`src/design/lsd_regs.vh`:
```
// Register offsets, field positions, reset values and level codes of the segment LCD driver
`ifndef LSD_REGS_VH
`define LSD_REGS_VH

`define LSD_ADDR_CTRL1      8'h00
`define LSD_ADDR_CTRL2      8'h04
`define LSD_ADDR_POWER      8'h08
`define LSD_ADDR_STATUS     8'h0c
`define LSD_ADDR_RAM0       8'h40
`define LSD_ADDR_RAM3       8'h4c

`define LSD_C1_ACT          0
`define LSD_C1_DISP         1
`define LSD_C1_DUTY_LO      2
`define LSD_C1_DUTY_HI      3
`define LSD_C1_BOOST        4
`define LSD_C1_EXPAND       5
`define LSD_C1_SGS_LO       8
`define LSD_C1_SGS_HI       11
`define LSD_C1_CKS_LO       12
`define LSD_C1_CKS_HI       15
`define LSD_CTRL1_RESET     16'h0000

`define LSD_C2_WAVE         7
`define LSD_C2_SRC          4
`define LSD_C2_CDS_LO       0
`define LSD_C2_CDS_HI       3
`define LSD_C2_RSV_ONES     8'h60
`define LSD_CTRL2_RESET     8'h60

`define LSD_PW_SWITCH       0
`define LSD_POWER_RESET     1'b0

`define LSD_ST_PHASE        0
`define LSD_ST_COM_LO       1
`define LSD_ST_COM_HI       2
`define LSD_ST_LADDER       3
`define LSD_ST_RUN          4

`define LSD_DUTY_STATIC     2'h0
`define LSD_DUTY_HALF       2'h1
`define LSD_DUTY_THIRD      2'h2
`define LSD_DUTY_QUARTER    2'h3

`define LSD_LVL_VSS         2'h0
`define LSD_LVL_V3          2'h1
`define LSD_LVL_V2          2'h2
`define LSD_LVL_V1          2'h3

`define LSD_CDS_ALWAYS      4'h0
`define LSD_CDS_NEVER       4'h7

`endif

```
`src/design/lsd_ram.v`:
```
// Display RAM: byte-strobed write port, two registered read ports
`timescale 1ns/1ps
module lsd_ram #(
    parameter AW = 2,
    parameter DW = 32
) (
    input  wire          mclk,
    input  wire          arst_n,
    input  wire          we,
    input  wire [DW/8-1:0] wstrb,
    input  wire [AW-1:0] waddr,
    input  wire [DW-1:0] wdata,
    input  wire [AW-1:0] raddr_a,
    output reg  [DW-1:0] rdata_a_ff,
    input  wire [AW-1:0] raddr_b,
    output reg  [DW-1:0] rdata_b_ff
);
    reg [DW-1:0] mem [0:(1<<AW)-1];
    integer      i;

    always @(posedge mclk)
    begin
        for (i = 0; i < DW/8; i = i + 1)
        begin
            if (we && wstrb[i])
                mem[waddr][i*8 +: 8] <= wdata[i*8 +: 8];
        end
    end

    always @(posedge mclk or negedge arst_n)
    begin
        if (!arst_n)
        begin
            rdata_a_ff <= {DW{1'b0}};
            rdata_b_ff <= {DW{1'b0}};
        end
        else
        begin
            rdata_a_ff <= mem[raddr_a];
            rdata_b_ff <= mem[raddr_b];
        end
    end
endmodule // lsd_ram

```
`src/design/lsd_ctrl.v`:
```
// Segment LCD controller/driver: APB registers, scan timing, level select, ladder gating
//
// The implementer's own choices: the register addresses and the APB interface to the registers.
`timescale 1ns/1ps
`include "lsd_regs.vh"

// Functional notes
// RULE1: Boost with static duty drives one common waveform on all four commons.
// RULE2: Boost with half duty: wave one on commons 1-2, wave two on 3-4.
// RULE3: Two-bit duty field picks static, half, third or quarter duty.
// RULE4: Four-bit segment field enables chosen segment drivers only; others undriven.
// RULE5: Four-bit frame clock field sets the frame rate.
// RULE6: Waveform bit chooses A-type or B-type drive waveform.
// RULE7: External bias: software selects main supply and switches drive supply off.
// RULE8: RAM-to-pin mapping depends on duty and on segment expansion.
// RULE9: Display RAM takes byte or word writes; software fills the duty's part.
// RULE10: Once configured and switched on, scanning runs without further trigger.
// RULE11: Drive-source bit set runs the boosted supply; cleared stops it.
// RULE12: Ladder connects while charging, disconnects while discharging; panel stays driven.
// RULE13: Four-bit charge-duty field sets charge versus discharge proportion.
// RULE14: Levels chosen from data, phase and duty per the level table.
// RULE15: Waveform bit 0 is A-type, 1 is B-type, reset value 0.
// RULE16: Frame clock: subclock /1, /2, /4 or system clock /2 to /256.
// RULE17: Charge codes: 0 always, 1-6 eighths, 7 never, 10xx 1/16, 11xx 1/32.
// RULE18: Phase toggles at frame boundaries so the panel sees no DC.
module lsd_ctrl #(
    parameter NSEG = 32
) (
    input  wire              mclk,
    input  wire              arst_n,
    input  wire              sub_clk_tick,
    input  wire              psel,
    input  wire              penable,
    input  wire              pwrite,
    input  wire [7:0]        paddr,
    input  wire [31:0]       pwdata,
    input  wire [3:0]        pstrb,
    output reg  [31:0]       prdata_ff,
    output reg               pready_ff,
    output reg               pslverr_ff,
    output reg  [7:0]        com_lvl_ff,
    output reg  [2*NSEG-1:0] seg_lvl_ff,
    output reg  [NSEG-1:0]   seg_oe_ff,
    output reg               ladder_connect_ff,
    output reg               boost_supply_en_ff,
    output reg               drive_power_en_ff,
    output reg               ext_data_ff,
    output reg               ext_clk_ff,
    output reg               ext_m_ff
);
    localparam ST_OFF = 2'b01;
    localparam ST_RUN = 2'b10;

    reg  [15:0]       ctrl1_ff;
    reg  [7:0]        ctrl2_ff;
    reg               power_sw_ff;
    reg  [1:0]        state_ff;
    reg  [1:0]        nxt_state;
    reg  [7:0]        sys_div_ff;
    reg  [1:0]        sub_div_ff;
    reg  [1:0]        com_idx_ff;
    reg               half_ff;
    reg               phase_ff;
    reg  [4:0]        cd_cnt_ff;
    reg  [NSEG-1:0]   shift_ff;
    reg  [5:0]        shift_cnt_ff;
    reg  [31:0]       nxt_prdata;
    reg               nxt_err;
    reg  [7:0]        nxt_com_lvl;
    reg  [2*NSEG-1:0] nxt_seg_lvl;
    reg  [NSEG-1:0]   nxt_seg_oe;
    reg               sel;
    integer           k;

    wire        act       = ctrl1_ff[`LSD_C1_ACT];
    wire        disp      = ctrl1_ff[`LSD_C1_DISP];
    wire [1:0]  duty      = ctrl1_ff[`LSD_C1_DUTY_HI:`LSD_C1_DUTY_LO];
    wire        boost     = ctrl1_ff[`LSD_C1_BOOST];
    wire        expand    = ctrl1_ff[`LSD_C1_EXPAND];
    wire [3:0]  sgs       = ctrl1_ff[`LSD_C1_SGS_HI:`LSD_C1_SGS_LO];
    wire [3:0]  cks       = ctrl1_ff[`LSD_C1_CKS_HI:`LSD_C1_CKS_LO];
    wire        wave_b    = ctrl2_ff[`LSD_C2_WAVE];
    wire [3:0]  cds       = ctrl2_ff[`LSD_C2_CDS_HI:`LSD_C2_CDS_LO];
    wire        access    = psel && penable && !pready_ff;
    wire        done      = psel && penable && pready_ff;
    wire        ram_hit   = paddr >= `LSD_ADDR_RAM0 && paddr <= `LSD_ADDR_RAM3;
    wire        ram_we    = done && pwrite && ram_hit;
    wire [31:0] ram_rd_a;
    wire [31:0] row;
    wire        run       = state_ff == ST_RUN;
    wire        sys_tick;
    wire        sub_tick;
    wire        frame_tick;

    // RULE9: byte lanes follow pstrb, so bytes and words both land
    lsd_ram #(
        .AW (2),
        .DW (32)
    ) i_lsd_ram (
        .mclk       (mclk),
        .arst_n     (arst_n),
        .we         (ram_we),
        .wstrb      (pstrb),
        .waddr      (paddr[3:2]),
        .wdata      (pwdata),
        .raddr_a    (paddr[3:2]),
        .rdata_a_ff (ram_rd_a),
        .raddr_b    (com_idx_ff),
        .rdata_b_ff (row)
    );

    // RULE14: common level from selection, phase and duty
    function [1:0] com_level;
        input       s;
        input       m;
        input [1:0] d;
        begin
            if (d == `LSD_DUTY_STATIC || s)
                com_level = m ? `LSD_LVL_VSS : `LSD_LVL_V1;
            else if (d == `LSD_DUTY_HALF)
                com_level = `LSD_LVL_V2;
            else
                com_level = m ? `LSD_LVL_V2 : `LSD_LVL_V3;
        end
    endfunction

    // RULE14: segment level from data, phase and duty
    function [1:0] seg_level;
        input       dat;
        input       m;
        input [1:0] d;
        begin
            if (dat)
                seg_level = m ? `LSD_LVL_V1 : `LSD_LVL_VSS;
            else if (d == `LSD_DUTY_STATIC || d == `LSD_DUTY_HALF)
                seg_level = m ? `LSD_LVL_VSS : `LSD_LVL_V1;
            else
                seg_level = m ? `LSD_LVL_V3 : `LSD_LVL_V2;
        end
    endfunction

    // RULE17: charge window within a 32-tick gating cycle
    function charge_on;
        input [3:0] c;
        input [4:0] n;
        begin
            if (c == `LSD_CDS_ALWAYS)
                charge_on = 1'b1;
            else if (c == `LSD_CDS_NEVER)
                charge_on = 1'b0;
            else if (!c[3])
                charge_on = n[2:0] < c[2:0];
            else if (!c[2])
                charge_on = n[3:0] == 4'h0;
            else
                charge_on = n == 5'h00;
        end
    endfunction

    // RULE16: system clock divided by 2 to 256
    assign sys_tick = (sys_div_ff & ((8'h02 << cks[2:0]) - 8'h01))
                      == ((8'h02 << cks[2:0]) - 8'h01);
    assign sub_tick = sub_clk_tick && (cks[1] ? sub_div_ff == 2'h3 :
                      cks[0] ? sub_div_ff[0] : 1'b1);
    // RULE5: field picks the tick source and divide ratio
    assign frame_tick = cks[3] ? sys_tick : sub_tick;

    always @*
    begin
        nxt_state = state_ff;
        case (state_ff)
            ST_OFF:
                // RULE10: switching on starts the scan by itself
                if (act)
                    nxt_state = ST_RUN;
            ST_RUN:
                if (!act)
                    nxt_state = ST_OFF;
            default:
                nxt_state = ST_OFF;
        endcase
    end

    always @*
    begin
        nxt_err    = !(ram_hit || paddr == `LSD_ADDR_CTRL1 || paddr == `LSD_ADDR_CTRL2
                     || paddr == `LSD_ADDR_POWER || paddr == `LSD_ADDR_STATUS);
        nxt_prdata = 32'h0000_0000;
        if (ram_hit)
            nxt_prdata = ram_rd_a;
        else if (paddr == `LSD_ADDR_CTRL1)
            nxt_prdata = {16'h0000, ctrl1_ff};
        else if (paddr == `LSD_ADDR_CTRL2)
            nxt_prdata = {24'h00_0000, ctrl2_ff | `LSD_C2_RSV_ONES};
        else if (paddr == `LSD_ADDR_POWER)
            nxt_prdata = {31'h0000_0000, power_sw_ff};
        else if (paddr == `LSD_ADDR_STATUS)
            nxt_prdata = {27'h000_0000, run, ladder_connect_ff, com_idx_ff, phase_ff};
    end

    always @*
    begin
        nxt_com_lvl = 8'h00;
        nxt_seg_lvl = {2*NSEG{1'b0}};
        nxt_seg_oe  = {NSEG{1'b0}};
        sel         = 1'b0;
        for (k = 0; k < 4; k = k + 1)
        begin
            // RULE1: static boost copies the first common everywhere
            if (boost && duty == `LSD_DUTY_STATIC)
                sel = 1'b1;
            // RULE2: half boost pairs commons 1-2 and 3-4
            else if (boost && duty == `LSD_DUTY_HALF)
                sel = (k[2:1] == {1'b0, com_idx_ff[0]});
            else
                sel = (k[1:0] == com_idx_ff);
            if (run)
                nxt_com_lvl[2*k +: 2] = com_level(sel, phase_ff, duty);
        end
        for (k = 0; k < NSEG; k = k + 1)
        begin
            // RULE4: first 4*n segments enabled; expansion frees all of them
            nxt_seg_oe[k] = !expand && (sgs[3] || k < {sgs[2:0], 2'b00});
            // RULE8: row word picked by common index, bit by segment
            if (run)
                nxt_seg_lvl[2*k +: 2] = seg_level(disp && row[k], phase_ff, duty);
        end
    end

    always @(posedge mclk or negedge arst_n)
    begin
        if (!arst_n)
        begin
            ctrl1_ff    <= `LSD_CTRL1_RESET;
            ctrl2_ff    <= `LSD_CTRL2_RESET;
            power_sw_ff <= `LSD_POWER_RESET;
            prdata_ff   <= 32'h0000_0000;
            pready_ff   <= 1'b0;
            pslverr_ff  <= 1'b0;
        end
        else
        begin
            pready_ff  <= access;
            pslverr_ff <= access && nxt_err;
            if (access && !pwrite)
                prdata_ff <= nxt_prdata;
            if (done && pwrite && paddr == `LSD_ADDR_CTRL1)
            begin
                if (pstrb[0])
                    ctrl1_ff[7:0] <= pwdata[7:0];
                if (pstrb[1])
                    ctrl1_ff[15:8] <= pwdata[15:8];
            end
            // RULE15: waveform bit lives here and resets to A-type
            if (done && pwrite && paddr == `LSD_ADDR_CTRL2 && pstrb[0])
                ctrl2_ff <= (pwdata[7:0] & 8'h9f) | `LSD_C2_RSV_ONES;
            if (done && pwrite && paddr == `LSD_ADDR_POWER && pstrb[0])
                power_sw_ff <= pwdata[`LSD_PW_SWITCH];
        end
    end

    always @(posedge mclk or negedge arst_n)
    begin
        if (!arst_n)
        begin
            state_ff   <= ST_OFF;
            sys_div_ff <= 8'h00;
            sub_div_ff <= 2'h0;
            com_idx_ff <= 2'h0;
            half_ff    <= 1'b0;
            phase_ff   <= 1'b0;
            cd_cnt_ff  <= 5'h00;
        end
        else
        begin
            state_ff   <= nxt_state;
            sys_div_ff <= sys_div_ff + 8'h01;
            if (sub_clk_tick)
                sub_div_ff <= sub_div_ff + 2'h1;
            if (!run)
            begin
                com_idx_ff <= 2'h0;
                half_ff    <= 1'b0;
                phase_ff   <= 1'b0;
            end
            else if (frame_tick)
            begin
                cd_cnt_ff <= cd_cnt_ff + 5'h01;
                // RULE6: A-type flips phase every half slot, B-type once per frame
                if (!wave_b)
                begin
                    phase_ff <= ~phase_ff;
                    half_ff  <= ~half_ff;
                end
                if (wave_b || half_ff)
                begin
                    // RULE3: common count follows the duty field
                    if (com_idx_ff == duty)
                    begin
                        com_idx_ff <= 2'h0;
                        // RULE18: B-type reverses polarity at each frame boundary
                        if (wave_b)
                            phase_ff <= ~phase_ff;
                    end
                    else
                        com_idx_ff <= com_idx_ff + 2'h1;
                end
            end
        end
    end

    always @(posedge mclk or negedge arst_n)
    begin
        if (!arst_n)
        begin
            com_lvl_ff         <= 8'h00;
            seg_lvl_ff         <= {2*NSEG{1'b0}};
            seg_oe_ff          <= {NSEG{1'b0}};
            ladder_connect_ff  <= 1'b0;
            boost_supply_en_ff <= 1'b0;
            drive_power_en_ff  <= 1'b0;
        end
        else
        begin
            com_lvl_ff <= nxt_com_lvl;
            seg_lvl_ff <= nxt_seg_lvl;
            seg_oe_ff  <= nxt_seg_oe;
            // RULE12: ladder gated while the level outputs keep running
            // RULE13: proportion set by the charge-duty field
            ladder_connect_ff  <= run && charge_on(cds, cd_cnt_ff);
            // RULE11: boosted supply follows the drive-source bit
            boost_supply_en_ff <= ctrl2_ff[`LSD_C2_SRC];
            // RULE7: software clears the switch when an external bias is fitted
            drive_power_en_ff  <= power_sw_ff;
        end
    end

    // Serial feed to an external expander; restarts on each frame tick, so slow ticks only
    always @(posedge mclk or negedge arst_n)
    begin
        if (!arst_n)
        begin
            shift_ff     <= {NSEG{1'b0}};
            shift_cnt_ff <= 6'h00;
            ext_data_ff  <= 1'b0;
            ext_clk_ff   <= 1'b0;
            ext_m_ff     <= 1'b0;
        end
        else if (!(run && expand))
        begin
            shift_cnt_ff <= 6'h00;
            ext_clk_ff   <= 1'b0;
            ext_m_ff     <= 1'b0;
        end
        else
        begin
            ext_m_ff <= phase_ff;
            // RULE8: with expansion the row goes out serially from segment one
            if (frame_tick)
            begin
                shift_ff     <= disp ? row : {NSEG{1'b0}};
                shift_cnt_ff <= NSEG[5:0];
                ext_clk_ff   <= 1'b0;
            end
            else if (shift_cnt_ff != 6'h00)
            begin
                ext_clk_ff <= ~ext_clk_ff;
                if (ext_clk_ff)
                begin
                    shift_ff     <= shift_ff >> 1;
                    shift_cnt_ff <= shift_cnt_ff - 6'h01;
                end
                else
                    ext_data_ff <= shift_ff[0];
            end
            else
                ext_clk_ff <= 1'b0;
        end
    end
endmodule // lsd_ctrl

```
`config.mk`:
```
export PLATFORM = sky130hd
export DESIGN_NAME = lsd_ctrl
export DESIGN_NICKNAME = d
export VERILOG_FILES = /design/src/design/lsd_ram.v /design/src/design/lsd_ctrl.v
export VERILOG_INCLUDE_DIRS = /design/src /design/src/design
export SDC_FILE = /design/constraint.sdc
export NUM_CORES = 1
export LEC_CHECK = 0
export ABC_AREA = 0
export BUFFER_PORTS_ARGS = -buffer_cell sky130_fd_sc_hd__buf_4
export CORE_MARGIN = 8
export CORE_UTILIZATION = 58
export CTS_CLUSTER_DIAMETER = 100
export DETAILED_ROUTE_END_ITERATION = 12
export PLACE_DENSITY_LB_ADDON = 0.05
export SLEW_MARGIN = 15
export SYNTH_ARGS = -nofsm -noshare
export SYNTH_HDL_FRONTEND = slang
export SYNTH_SLANG_ARGS = --single-unit
```
`constraint.sdc`:
```
create_clock -name mclk -period 2.5 [get_ports mclk]
set_clock_uncertainty 0.15 [all_clocks]
set_input_delay 0.125 -clock mclk [delete_from_list [all_inputs] [get_ports mclk]]
set_output_delay 0.125 -clock mclk [all_outputs]
set_load 0.1 [all_outputs]
```
==> results of run 1 <==
-- cells in the final DEF, fill, tap and decap left out, types with 10 or more instances in the layout --
cell           Yosys  routed
and3_1            37      37
a221oi_1          14      14
mux4_2            65      65
nand3_1           32      32
a21oi_1           10      10
o21ai_0           22      22
clkbuf_16          0      43
a221o_1           31      31
dfrtp_1          265     263
mux2_2            22      22
ha_1              16      16
dlygate4sd3_1      0      39
nor3_1            47      46
clkbuf_1          59      12
a211oi_1          65      65
edfxtp_1         128     128
nand2_1           86      86
inv_1             16      16
nor2_1            99      98
buf_4             25     241
-- layer usage --
metal | global-route usage (%) | vias to the layer above
li1 | - | 4681
met1 | 32.8 | 5293
met2 | 37.7 | 343
met3 | 4.28 | 46
met4 | 6.10 | 0
met5 | 0 | -
-- logic make-up after synthesis --
| kind of cell | count (synthesis) |
|---|---|
| flip-flops | 394 |
| multiplexers | 92 |
| AO/OA/AOI/OAI | 169 |
| AND/OR/NAND/NOR | 332 |
| buffers and inverters | 122 |
| adder cells (fa/ha/maj) | 16 |
| XOR/XNOR | 18 |
-- worst min path at each step --
stage | end | slack, ns | depth (start not counted)
4_1_cts | pslverr_ff$_DFF_PN0_ | 0.006 | 3
2_1_floorplan | boost_supply_en_ff$_DFF_PN0_ | -0.32 | 0
3_3_place_gp | com_lvl_ff[2]$_DFF_PN0_ | -0.004 | 1
3_5_place_dp | ext_m_ff$_DFF_PN0_ | -0.008 | 1
6_report | com_lvl_ff[2]$_DFF_PN0_ | 0.01 | 2
5_1_grt | com_lvl_ff[2]$_DFF_PN0_ | 0.06 | 2
-- worst max-delay path, delay by kind of cell (launching register included) --
family / cells / cell delay, ns
flip-flops: 1 / 0.41
AND/OR/NAND/NOR: 3 / 0.80
buffers and inverters: 1 / 0.21
AO/OA/AOI/OAI: 3 / 0.72
-- cell type report --
cell class	count	share of cell area, %
Inverter	16	0.305
Timing Repair Buffer	289	12.0
Tap cell	346	2.20
Clock inverter	13	0.515
Multi-Input combinational cell	627	25.4
Sequential cell	394	53.4
Clock buffer	62	6.19
-- power by group through the flow --
| stage | clock network [mW] | registers (mW) | logic (mW) |
|---|---|---|---|
| after floorplan | 0 | 7.33 | 0.209 |
| after global placement | 0 | 6.94 | 0.963 |
| after detailed placement | 0 | 6.95 | 0.973 |
| after CTS | 5.95 | 6.82 | 1.02 |
| after global routing | 6.22 | 6.83 | 1.08 |
| final | 5.86 | 6.83 | 1.02 |
-- what timing repair did --
item | 4_1_cts | 5_1_grt
hold buffers | 39 | 0
setup endpoints to repair | 0 | 1
endpoints found under the hold margin | 442 | 0
gates resized for setup | 0 | 1
-- Yosys cell counts, types with 2 or more instances --
library cell,number,share of area (%)
buf_4,25,1.2
xor2_1,9,0.49
or3_1,7,0.27
nor2_1,99,2.3
and3_1,37,1.4
nor4_1,2,0.078
ha_1,16,1.2
buf_2,10,0.31
o211a_1,4,0.25
o21ai_0,22,0.69
mux2i_1,5,0.31
mux4_2,65,9.1
o21a_1,2,0.094
edfxtp_1,128,24
buf_1,11,0.26
xnor2_1,9,0.49
a211oi_1,65,3.0
nand2b_1,7,0.27
nand2_1,86,2.0
nor2b_1,6,0.23
a21o_1,4,0.19
inv_1,16,0.37
nor3_1,47,1.5
nand4_1,2,0.078
a221o_1,31,1.9
a221oi_1,14,0.76
o211ai_1,2,0.094
a311oi_1,4,0.22
mux2_2,22,1.5
dfrtp_1,265,41
a21oi_1,10,0.31
o22ai_1,3,0.12
clkbuf_1,59,1.4
nand3_1,32,1.0
-- sequential cells by signal, summed over array words and instances (netlist names), 8 cells and up --
| signal | flops |
|---|---|
| i_lsd_ram.rdata_a_ff | 32 |
| ctrl1_ff | 16 |
| com_lvl_ff | 8 |
| i_lsd_ram.rdata_b_ff | 32 |
| seg_oe_ff | 8 |
| shift_ff | 32 |
| sys_div_ff | 8 |
| seg_lvl_ff | 64 |
| prdata_ff | 32 |
| i_lsd_ram.mem | 128 |
-- through the flow --
step | worst slack (ns) | instance area (sq um) | utilization, % | hold WS (ns) | instances
3_5_place_dp | 0.120 | 18000 | 65.4 | -0.00827 | 1633
4_1_cts | 0.0844 | 19700 | 71.6 | 0.00568 | 1747
5_1_grt | 0.00722 | 19700 | 71.6 | 0.0562 | 1747
2_1_floorplan | 0.0294 | 16000 | - | -0.321 | 1143
3_3_place_gp | 0.216 | 18000 | 65.4 | -0.00370 | 1633
6_report | 0.101 | 19700 | 71.6 | 0.0111 | 1747
==> results by group, run 1 <==
Global routing
  – GRT overflow: 0
  – Gr usage total: 23.4%
  – Vias in the first global route: 10800
  – First-pass GRT wire length: 61.0 mm
  – Largest net degree at the start of global routing: 77
  – Initial antenna violation count: 0

Critical path
  – Worst endpoint required time: 2.79 ns
  – Worst r2r dst: com_idx_ff[0]$_DFFE_PN0P_
  – Slowest cell on crit path: or4b_1
  – Critical path arrival: 2.69 ns
  – CP Launch Point: sys_div_ff[2]$_DFF_PN0_
  – Worst r2r src: sys_div_ff[2]$_DFF_PN0_
  – Startpoint types: flip-flop
  – Reg-to-reg setup timing slack: 0.10 ns
  – Crit path to: com_idx_ff[0]$_DFFE_PN0P_
  – Crit path capture type: flip-flop
  – Critical path, cell by cell: and3_4 > nand2_1 > a2111oi_2 > a32oi_2 > buf_6 > or4b_1 > a21oi_1
  – Slowest cell delay on critical path: 0.51 ns
  – Max FO, Critical Path: 15
  – Critical path class: flip-flop to flip-flop
  – R2r worst-path depth: 7

Synth
  – Syn Nets: 1209
  – Largest family of logic cells by synthesized area: multiplexers
  – Post-synthesis adder-cell area fraction: 1.25%
  – Compound-Gate Fraction of Synth Area: 8.15%
  – Simple-gate area share of the yosys netlist: 9.58%
  – Syn Inst Count: 1143
  – FF+latch count, synth: 394
  – Number of synthesized flops with an enable pin: 128
  – Post-synthesis cell area: 0.0160 sq mm
  – Post-synth ARST share: 67.5%
  – Mux contribution to synthesized area: 11.0%
  – Yosys warns: 0
  – Synth Area in XOR/XNOR: 0.983%
  – Sequential area share after synthesis: 65.5%
  – Dominant synthesized flop cell: dfrtp_1
  – Avg Cell Area, Syn: 14.0 sq um
  – Synth cell types: 51

Final layout
  – Area Growth Syn to Fin: 22.7%
  – Fin nets: 1435
  – # fillers: 1860
  – Area taken by multi-input logic gates: 0.00499 sq mm
  – Register area: 0.0105 sq mm
  – Share of cells above drive strength 1: 29.3%
  – Diode count: 0

Clock network
  – Reg clk slew, reported paths: 0.06 ns
  – Bufs on Longest Clock Path: 3
  – Setup bufs post-CTS: 0
  – Root buffer cell: clkbuf_16
  – Total CTS buffers: 41
  – Sink Count: 394
  – Worst-skew pair later-pin latency: 0.53 ns
  – Htree depth: 2
  – CTS tree: done

STA
  – Setup-failing EPs final: 0
  – Tmin final: 2.40 ns
  – Max Slew Vio Count: 0
  – Sum of negative setup slack: 0 ns
  – Final Hold Vio Count: 0
  – Final worst path period share: 96.0%
  – Slew HR: 48.4%
  – Fmax: 0.417 GHz
  – RSZ-0062 raised after global routing: no
  – Worst slew pin tran: 0.773 ns

Job
  – Max-Cap Viols: 0

Detailed routing
  – Routed vias/inst: 5.93
  – DR DRC count: 0
  – ANT nets after route: 0
  – Total routed wirelength: 38.3 mm
  – DR WL/cell: 21.9 um
  – DR WL met3: 2.14 mm
  – 1st-iter DRT viols: 751
  – DR pass1 iterations: 5
  – Met2 wire length: 18.6 mm
  – Max layer used: met4
  – Via Count: 10400
  – Length of routed wiring on met1: 16.8 mm

Die
  – Core Region: 0.0275 sq mm
  – Die area: 0.0332 sq mm
  – I/O pins: 194
  – Die span in y: 182 um
  – Width of the chip: 182 um
  – Initial Util: 58.4%
  – # rows: 61

Power and ir drop
  – Power per Cell Area: 696 mW/mm^2
  – Clock share of power: 42.8%
  – VDD IR max: 0.535 mV
  – Sw frac: 23.2%
  – Lkg Pwr: 8.64 nW
  – Comb power frac: 7.4%
  – Tot Pwr: 13.7 mW
  – Reg power frac: 49.8%
  – Switching pwr: 3.17 mW
  – P_int: 10.5 mW

Status
  – Status: completed

Placement
  – Port bufs: 193
  – Hpwl dp: 25.6 mm
  – Routability congestion estimate: 0.843

Min path
  – Min-Delay Path Class: primary input to async pin
Note: power is estimated with default switching activity, not from simulation.
==> run 2, diff against run 1 <==
- GPL_TIMING_DRIVEN: unset -> 0
==> run 2 against run 1 <==
Compared with the run above: global-route usage grew 0.95 points; hold slack lost 0.0063 ns; largest cell class unchanged; the run now ends with setup timing left; highest routed layer unchanged; sequential share of layout area shrank 0.54 points; largest power group unchanged.
==> results by group, run 2 (same netlist as run 1, synthesis figures left out) <==
STA
  – Max Slew Vio Count: 0
  – Final worst path period share: 101%
  – Tmin final: 2.52 ns
  – Sum of negative setup slack: -0.220 ns
  – Worst slew pin tran: 1.00 ns
  – RSZ-0062 raised after global routing: yes
  – Final Hold Vio Count: 0
  – Setup-failing EPs final: 16
  – Slew HR: 33.1%
  – Fmax: 0.397 GHz
  – Setup WS post-layout: -0.0218 ns

Global routing
  – GRT overflow: 0
  – Gr usage total: 24.4%
  – Met3 Use GR: 5.31%
  – GRT busiest layer: met2
  – First-pass GRT wire length: 62.8 mm
  – Largest net degree at the start of global routing: 108
  – Initial antenna violation count: 2
  – Vias in the first global route: 11000
  – GRT met2 Usage: 39.9%
  – Routing usage on met1: 32.6%

Critical path
  – Critical path arrival: 2.53 ns
  – Crit path capture type: flip-flop
  – Worst endpoint required time: 2.51 ns
  – Critical path class: primary input to flip-flop
  – Startpoint types: primary input
  – Critical path, cell by cell: buf_4 > nor3_1 > and3_1 > clkbuf_1 > clkbuf_2 > nand3_1 > nor2_1
  – Slowest cell delay on critical path: 0.68 ns
  – Reg-to-reg setup timing slack: 0.03 ns
  – Max FO, Critical Path: 10
  – Slowest cell on crit path: nor2_1

Final layout
  – Most common cell after layout, fill and taps aside: dfrtp_1
  – Area Growth Syn to Fin: 23.9%
  – Regs by FF count: i_lsd_ram.mem x128, seg_lvl_ff x64
  – Share of cells above drive strength 1: 29.3%
  – # fillers: 1851
  – Most frequent cells in the layout: dfrtp_1 (262), buf_4 (222), edfxtp_1 (128)
  – Post-route cell area: 0.0199 sq mm
  – Final core utilization: 72.3%
  – Max reg flops: 128
  – Biggest register: i_lsd_ram.mem
  – Fin nets: 1488

Power and ir drop
  – Lkg Pwr: 8.72 nW
  – Sw frac: 23.3%
  – Reg power frac: 50.0%
  – P_int: 10.5 mW
  – VDD IR max: 0.638 mV
  – Switching pwr: 3.18 mW
  – Power per Cell Area: 686 mW/mm^2
  – Comb power frac: 7.5%
  – Clock share of power: 42.5%

Detailed routing
  – DR DRC count: 0
  – Total routed wirelength: 39.9 mm
  – Routed vias/inst: 5.95
  – 1st-iter DRT viols: 862
  – DR WL/cell: 22.2 um
  – Via Count: 10700
  – DR pass1 iterations: 5
  – ANT nets after route: 0

Clock network
  – CTS tree: done
  – Reg clk slew, reported paths: 0.06 ns
  – Root buffer cell: clkbuf_16
  – Sink Count: 394
  – Htree depth: 2
  – Bufs on Longest Clock Path: 3
  – Total CTS buffers: 39
  – Worst-skew pair later-pin latency: 0.53 ns

Placement
  – Port bufs: 193
  – Placed Area: 0.0180 sq mm
  – Routability congestion estimate: 0.891
  – Hpwl dp: 28.0 mm

Die
  – Die span in y: 182 um
  – Initial Util: 58.4%
  – I/O pins: 194
  – # rows: 61
  – Core Region: 0.0275 sq mm
  – Width of the chip: 182 um
  – Die area: 0.0332 sq mm

Min path
  – Min-Delay Path Class: primary input to flip-flop

Job
  – Max-Cap Viols: 0

Status
  – Failing checks: setup timing
  – Status: finished with violations
==> run 2: cell count changes in the layout (fill, tap and decap cells not counted), sizes merged <==
cell           change
bufinv             +2
inv                +2
dlygate4sd3        +1
clkbuf            +53
buf                -7
clkinv             -3
clkdlybuf4s15      +3
diode              +1
==> run 2: what timing repair did <==
| item | 4_1_cts | 5_1_grt |
|---|---|---|
| endpoints found under the hold margin | 329 | 0 |
| pin swaps | 1 | 3 |
| endpoints found under the setup margin | 224 | 111 |
| setup buffers | 1 | 3 |
| gates resized for setup | 25 | 30 |
| hold buffers | 40 | 0 |
==> run 2: metrics by stage <==
step	instances	hold WS (ns)	power (mW)	setup WS [ns]
3_5_place_dp	1685	-0.0411	7.92	-0.766
6_report	1799	0.00488	13.6	-0.0218
5_1_grt	1799	0.0206	14.1	-0.106
4_1_cts	1796	0.0156	13.7	0.0131
3_3_place_gp	1682	0.176	7.89	-1.29
2_1_floorplan	1143	-0.321	7.54	0.0294
==> run 2: worst paths after layout <==
path,start,cells past startpoint,endpoint
worst max-delay path,paddr[7],7,i_lsd_ram.mem[2][27]$_DFFE_PP_
worst min-delay path,pstrb[1],3,ctrl1_ff[14]$_DFFE_PN0P_
worst max register to register,pready_ff$_DFF_PN0_,4,i_lsd_ram.mem[0][3]$_DFFE_PP_
worst min register to register,ctrl2_ff[4]$_DFFE_PN0P_,0,boost_supply_en_ff$_DFF_PN0_
max in group asynchronous,arst_n,5,pready_ff$_DFF_PN0_
min in group asynchronous,arst_n,3,shift_cnt_ff[0]$_DFFE_PN0P_
==> run 2: critical path, delay by kind of cell <==
kind | cells | cell delay [ns]
and+or+nand+nor | 4 | 1.38
buffers and inverters | 3 | 1.01
==> run 2: area by class of cell <==
type / count / area, sq um / share of cell area [%]
tap: 346 / 433 / 2.18
multi-input combinational: 627 / 5110 / 25.7
inverter: 16 / 60.1 / 0.302
clock buffer: 57 / 1110 / 5.60
buffer: 104 / 553 / 2.78
sequential: 394 / 10500 / 52.9
clock inverter: 14 / 154 / 0.774
timing repair buffer: 240 / 1950 / 9.79
antenna: 1 / 2.50 / 0.0126
==> run 2: per-layer routing <==
layer | wire length, um | up-vias
met4 | 1040 | 0
met5 | 0 | -
li1 | - | 4799
met2 | 19500 | 434
met1 | 16400 | 5395
met3 | 3010 | 68
==> run 2: power groups by stage <==
stage          Combinational, mW  Clock (mW)  Sequential [mW]
2_1_floorplan              0.209           0             7.33
3_3_place_gp               0.951           0             6.94
3_5_place_dp               0.975           0             6.94
4_1_cts                     1.03        5.86             6.82
5_1_grt                     1.09        6.14             6.83
6_report                    1.02        5.79             6.82
==> run 3, diff against run 2 <==
==> constraint.sdc (replaced) <==
create_clock -name mclk -period 2.5 [get_ports mclk]
set_clock_uncertainty 0.15 [all_clocks]
set_input_delay 0.25 -clock mclk [delete_from_list [all_inputs] [get_ports mclk]]
set_output_delay 0.25 -clock mclk [all_outputs]
set_load 0.1 [all_outputs]
==> run 3 against run 2 <==
Compared with the run above: the run now ends clean; core utilization grew 0.11 points; sequential share of layout area shrank 0.080 points; sequential power about the same; critical endpoint is now i_lsd_ram.mem[1][4]$_DFFE_PP_.
==> results by group, run 3 (same netlist as run 1, synthesis figures left out) <==
Final layout
  – Most frequent cells in the layout: dfrtp_1 (262), buf_4 (221), edfxtp_1 (128)
  – Share of cells above drive strength 1: 29.5%
  – Fin nets: 1486
  – Biggest register: i_lsd_ram.mem
  – Area taken by multi-input logic gates: 0.00512 sq mm
  – Area Growth Syn to Fin: 24.1%
  – Regs by FF count: i_lsd_ram.mem x128, seg_lvl_ff x64
  – Most common cell after layout, fill and taps aside: dfrtp_1
  – Register area: 0.0105 sq mm
  – Post-route cell area: 0.0199 sq mm
  – Max reg flops: 128
  – # fillers: 1846
  – Final core utilization: 72.4%

Clock network
  – Htree depth: 2
  – CTS tree: done
  – Total CTS buffers: 39
  – Reg clk slew, reported paths: 0.06 ns
  – Root buffer cell: clkbuf_16
  – Sink Count: 394
  – Worst-skew pair later-pin latency: 0.53 ns
  – Bufs on Longest Clock Path: 3

Global routing
  – GRT overflow: 0
  – Gr usage total: 24.4%
  – First-pass GRT wire length: 62.9 mm
  – Vias in the first global route: 11000
  – Initial antenna violation count: 2
  – Largest net degree at the start of global routing: 108

Power and ir drop
  – P_int: 10.5 mW
  – Reg power frac: 50.1%
  – VDD IR max: 0.634 mV
  – Clock share of power: 42.5%
  – Tot Pwr: 13.6 mW
  – Sw frac: 23.3%
  – Switching pwr: 3.17 mW
  – Power per Cell Area: 685 mW/mm^2
  – Comb power frac: 7.5%
  – Lkg Pwr: 8.69 nW

Die
  – Die span in y: 182 um
  – I/O pins: 194
  – Width of the chip: 182 um
  – Initial Util: 58.4%
  – # rows: 61
  – Die area: 0.0332 sq mm
  – Core Region: 0.0275 sq mm

Placement
  – Routability congestion estimate: 0.891
  – Hpwl dp: 28.0 mm
  – Port bufs: 193
  – Placed Area: 0.0180 sq mm

STA
  – Fmax: 0.408 GHz
  – Max Slew Vio Count: 0
  – Sum of negative setup slack: 0 ns
  – Worst slew pin tran: 1.08 ns
  – RSZ-0062 raised after global routing: yes
  – Slew HR: 27.8%
  – Tmin final: 2.45 ns
  – Setup-failing EPs final: 0
  – Final Hold Vio Count: 0
  – Final worst path period share: 98.0%

Critical path
  – Worst endpoint required time: 2.50 ns
  – CP Launch Point: pready_ff$_DFF_PN0_
  – Critical path class: flip-flop to flip-flop
  – R2r worst-path depth: 4
  – Crit path capture type: flip-flop
  – Worst r2r src: pready_ff$_DFF_PN0_
  – Worst r2r dst: i_lsd_ram.mem[1][4]$_DFFE_PP_
  – Reg-to-reg setup timing slack: 0.05 ns
  – Startpoint types: flip-flop
  – Max FO, Critical Path: 8
  – Critical path arrival: 2.45 ns

Detailed routing
  – Routed vias/inst: 5.93
  – 1st-iter DRT viols: 910
  – DR pass1 iterations: 6
  – DR DRC count: 0
  – ANT nets after route: 0
  – Via Count: 10700
  – DR WL/cell: 22.2 um
  – Total routed wirelength: 39.9 mm

Status
  – Status: completed

Job
  – Max-Cap Viols: 0

Min path
  – Min-Delay Path Class: primary input to async pin
[run 3: cell types whose count changed in the layout (fill, tap and decap cells not counted), moves of 2 or more]
cell / previous run / this run
clkbuf_2: 14 / 12
nor2_2: 6 / 4
dlygate4sd3_1: 40 / 37
nor3_2: 1 / 3
nor2_4: 1 / 5
nor2_1: 92 / 90
nor3_4: 5 / 3
buf_12: 0 / 3
[run 3: worst max path at each step]
| stage | endpoint | slack [ns] | depth (start not counted) |
|---|---|---|---|
| 2_1_floorplan | i_lsd_ram.mem[1][0]$_DFFE_PP_ | 0.03 | 4 |
| 3_3_place_gp | pready_ff$_DFF_PN0_ | -1.41 | 1 |
| 3_5_place_dp | i_lsd_ram.mem[1][21]$_DFFE_PP_ | -0.89 | 7 |
| 4_1_cts | i_lsd_ram.mem[1][27]$_DFFE_PP_ | 0.004 | 7 |
| 5_1_grt | i_lsd_ram.mem[1][4]$_DFFE_PP_ | -0.08 | 6 |
| 6_report | i_lsd_ram.mem[1][4]$_DFFE_PP_ | 0.05 | 4 |
[run 3: per-stage QoR]
stage	cells	hold slack, ns	setup WS, ns
6_report	1797	0.102	0.0501
5_1_grt	1797	0.146	-0.0829
4_1_cts	1794	0.118	0.00384
3_5_place_dp	1685	0.0839	-0.891
3_3_place_gp	1682	0.253	-1.41
2_1_floorplan	1143	-0.196	0.0294
[run 3: repair_timing]
item | CTS | global route
endpoints found under the setup margin | 224 | 138
hold buffers | 37 | 0
pin swaps | 2 | 3
resized for setup | 34 | 22
buffers inserted | 2 | 4
endpoints found under the hold margin | 222 | 0
[run 3: layer usage]
metal  GRT usage [%]  up-vias  share of wire (%)
met4            7.74        0                3.1
li1                -     4792                  -
met2            39.9      440                 49
met3            5.45       81                7.7
met1            32.4     5341                 41
met5               0        -                  0
[run 3: cell type report]
cell class              instances  share of cell area [%]
diodes                          1                  0.0126
plain buffers                 103                    2.75
clock buffers                  57                    5.59
clock inverters                14                   0.773
inverters                      16                   0.302
multi-input cells             627                    25.7
flip-flops and latches        394                    52.8
well taps                     346                    2.17
repair buffers                239                    9.89
[run 3: worst max-delay path: stages (launching register included)]
cell and delay, ns:
dfrtp_2 0.39, nand2_1 0.06, nor2_1 0.38, nand2_1 0.39, nor3_2 0.70
[run 3: power by group through the flow]
stage                     clock network [mW]  logic, mW  registers, mW
after global routing                    6.14       1.09           6.83
after global placement                     0      0.951           6.94
after CTS                               5.86       1.03           6.82
after floorplan                            0      0.209           7.33
after detailed placement                   0      0.975           6.94
final                                   5.79       1.02           6.82
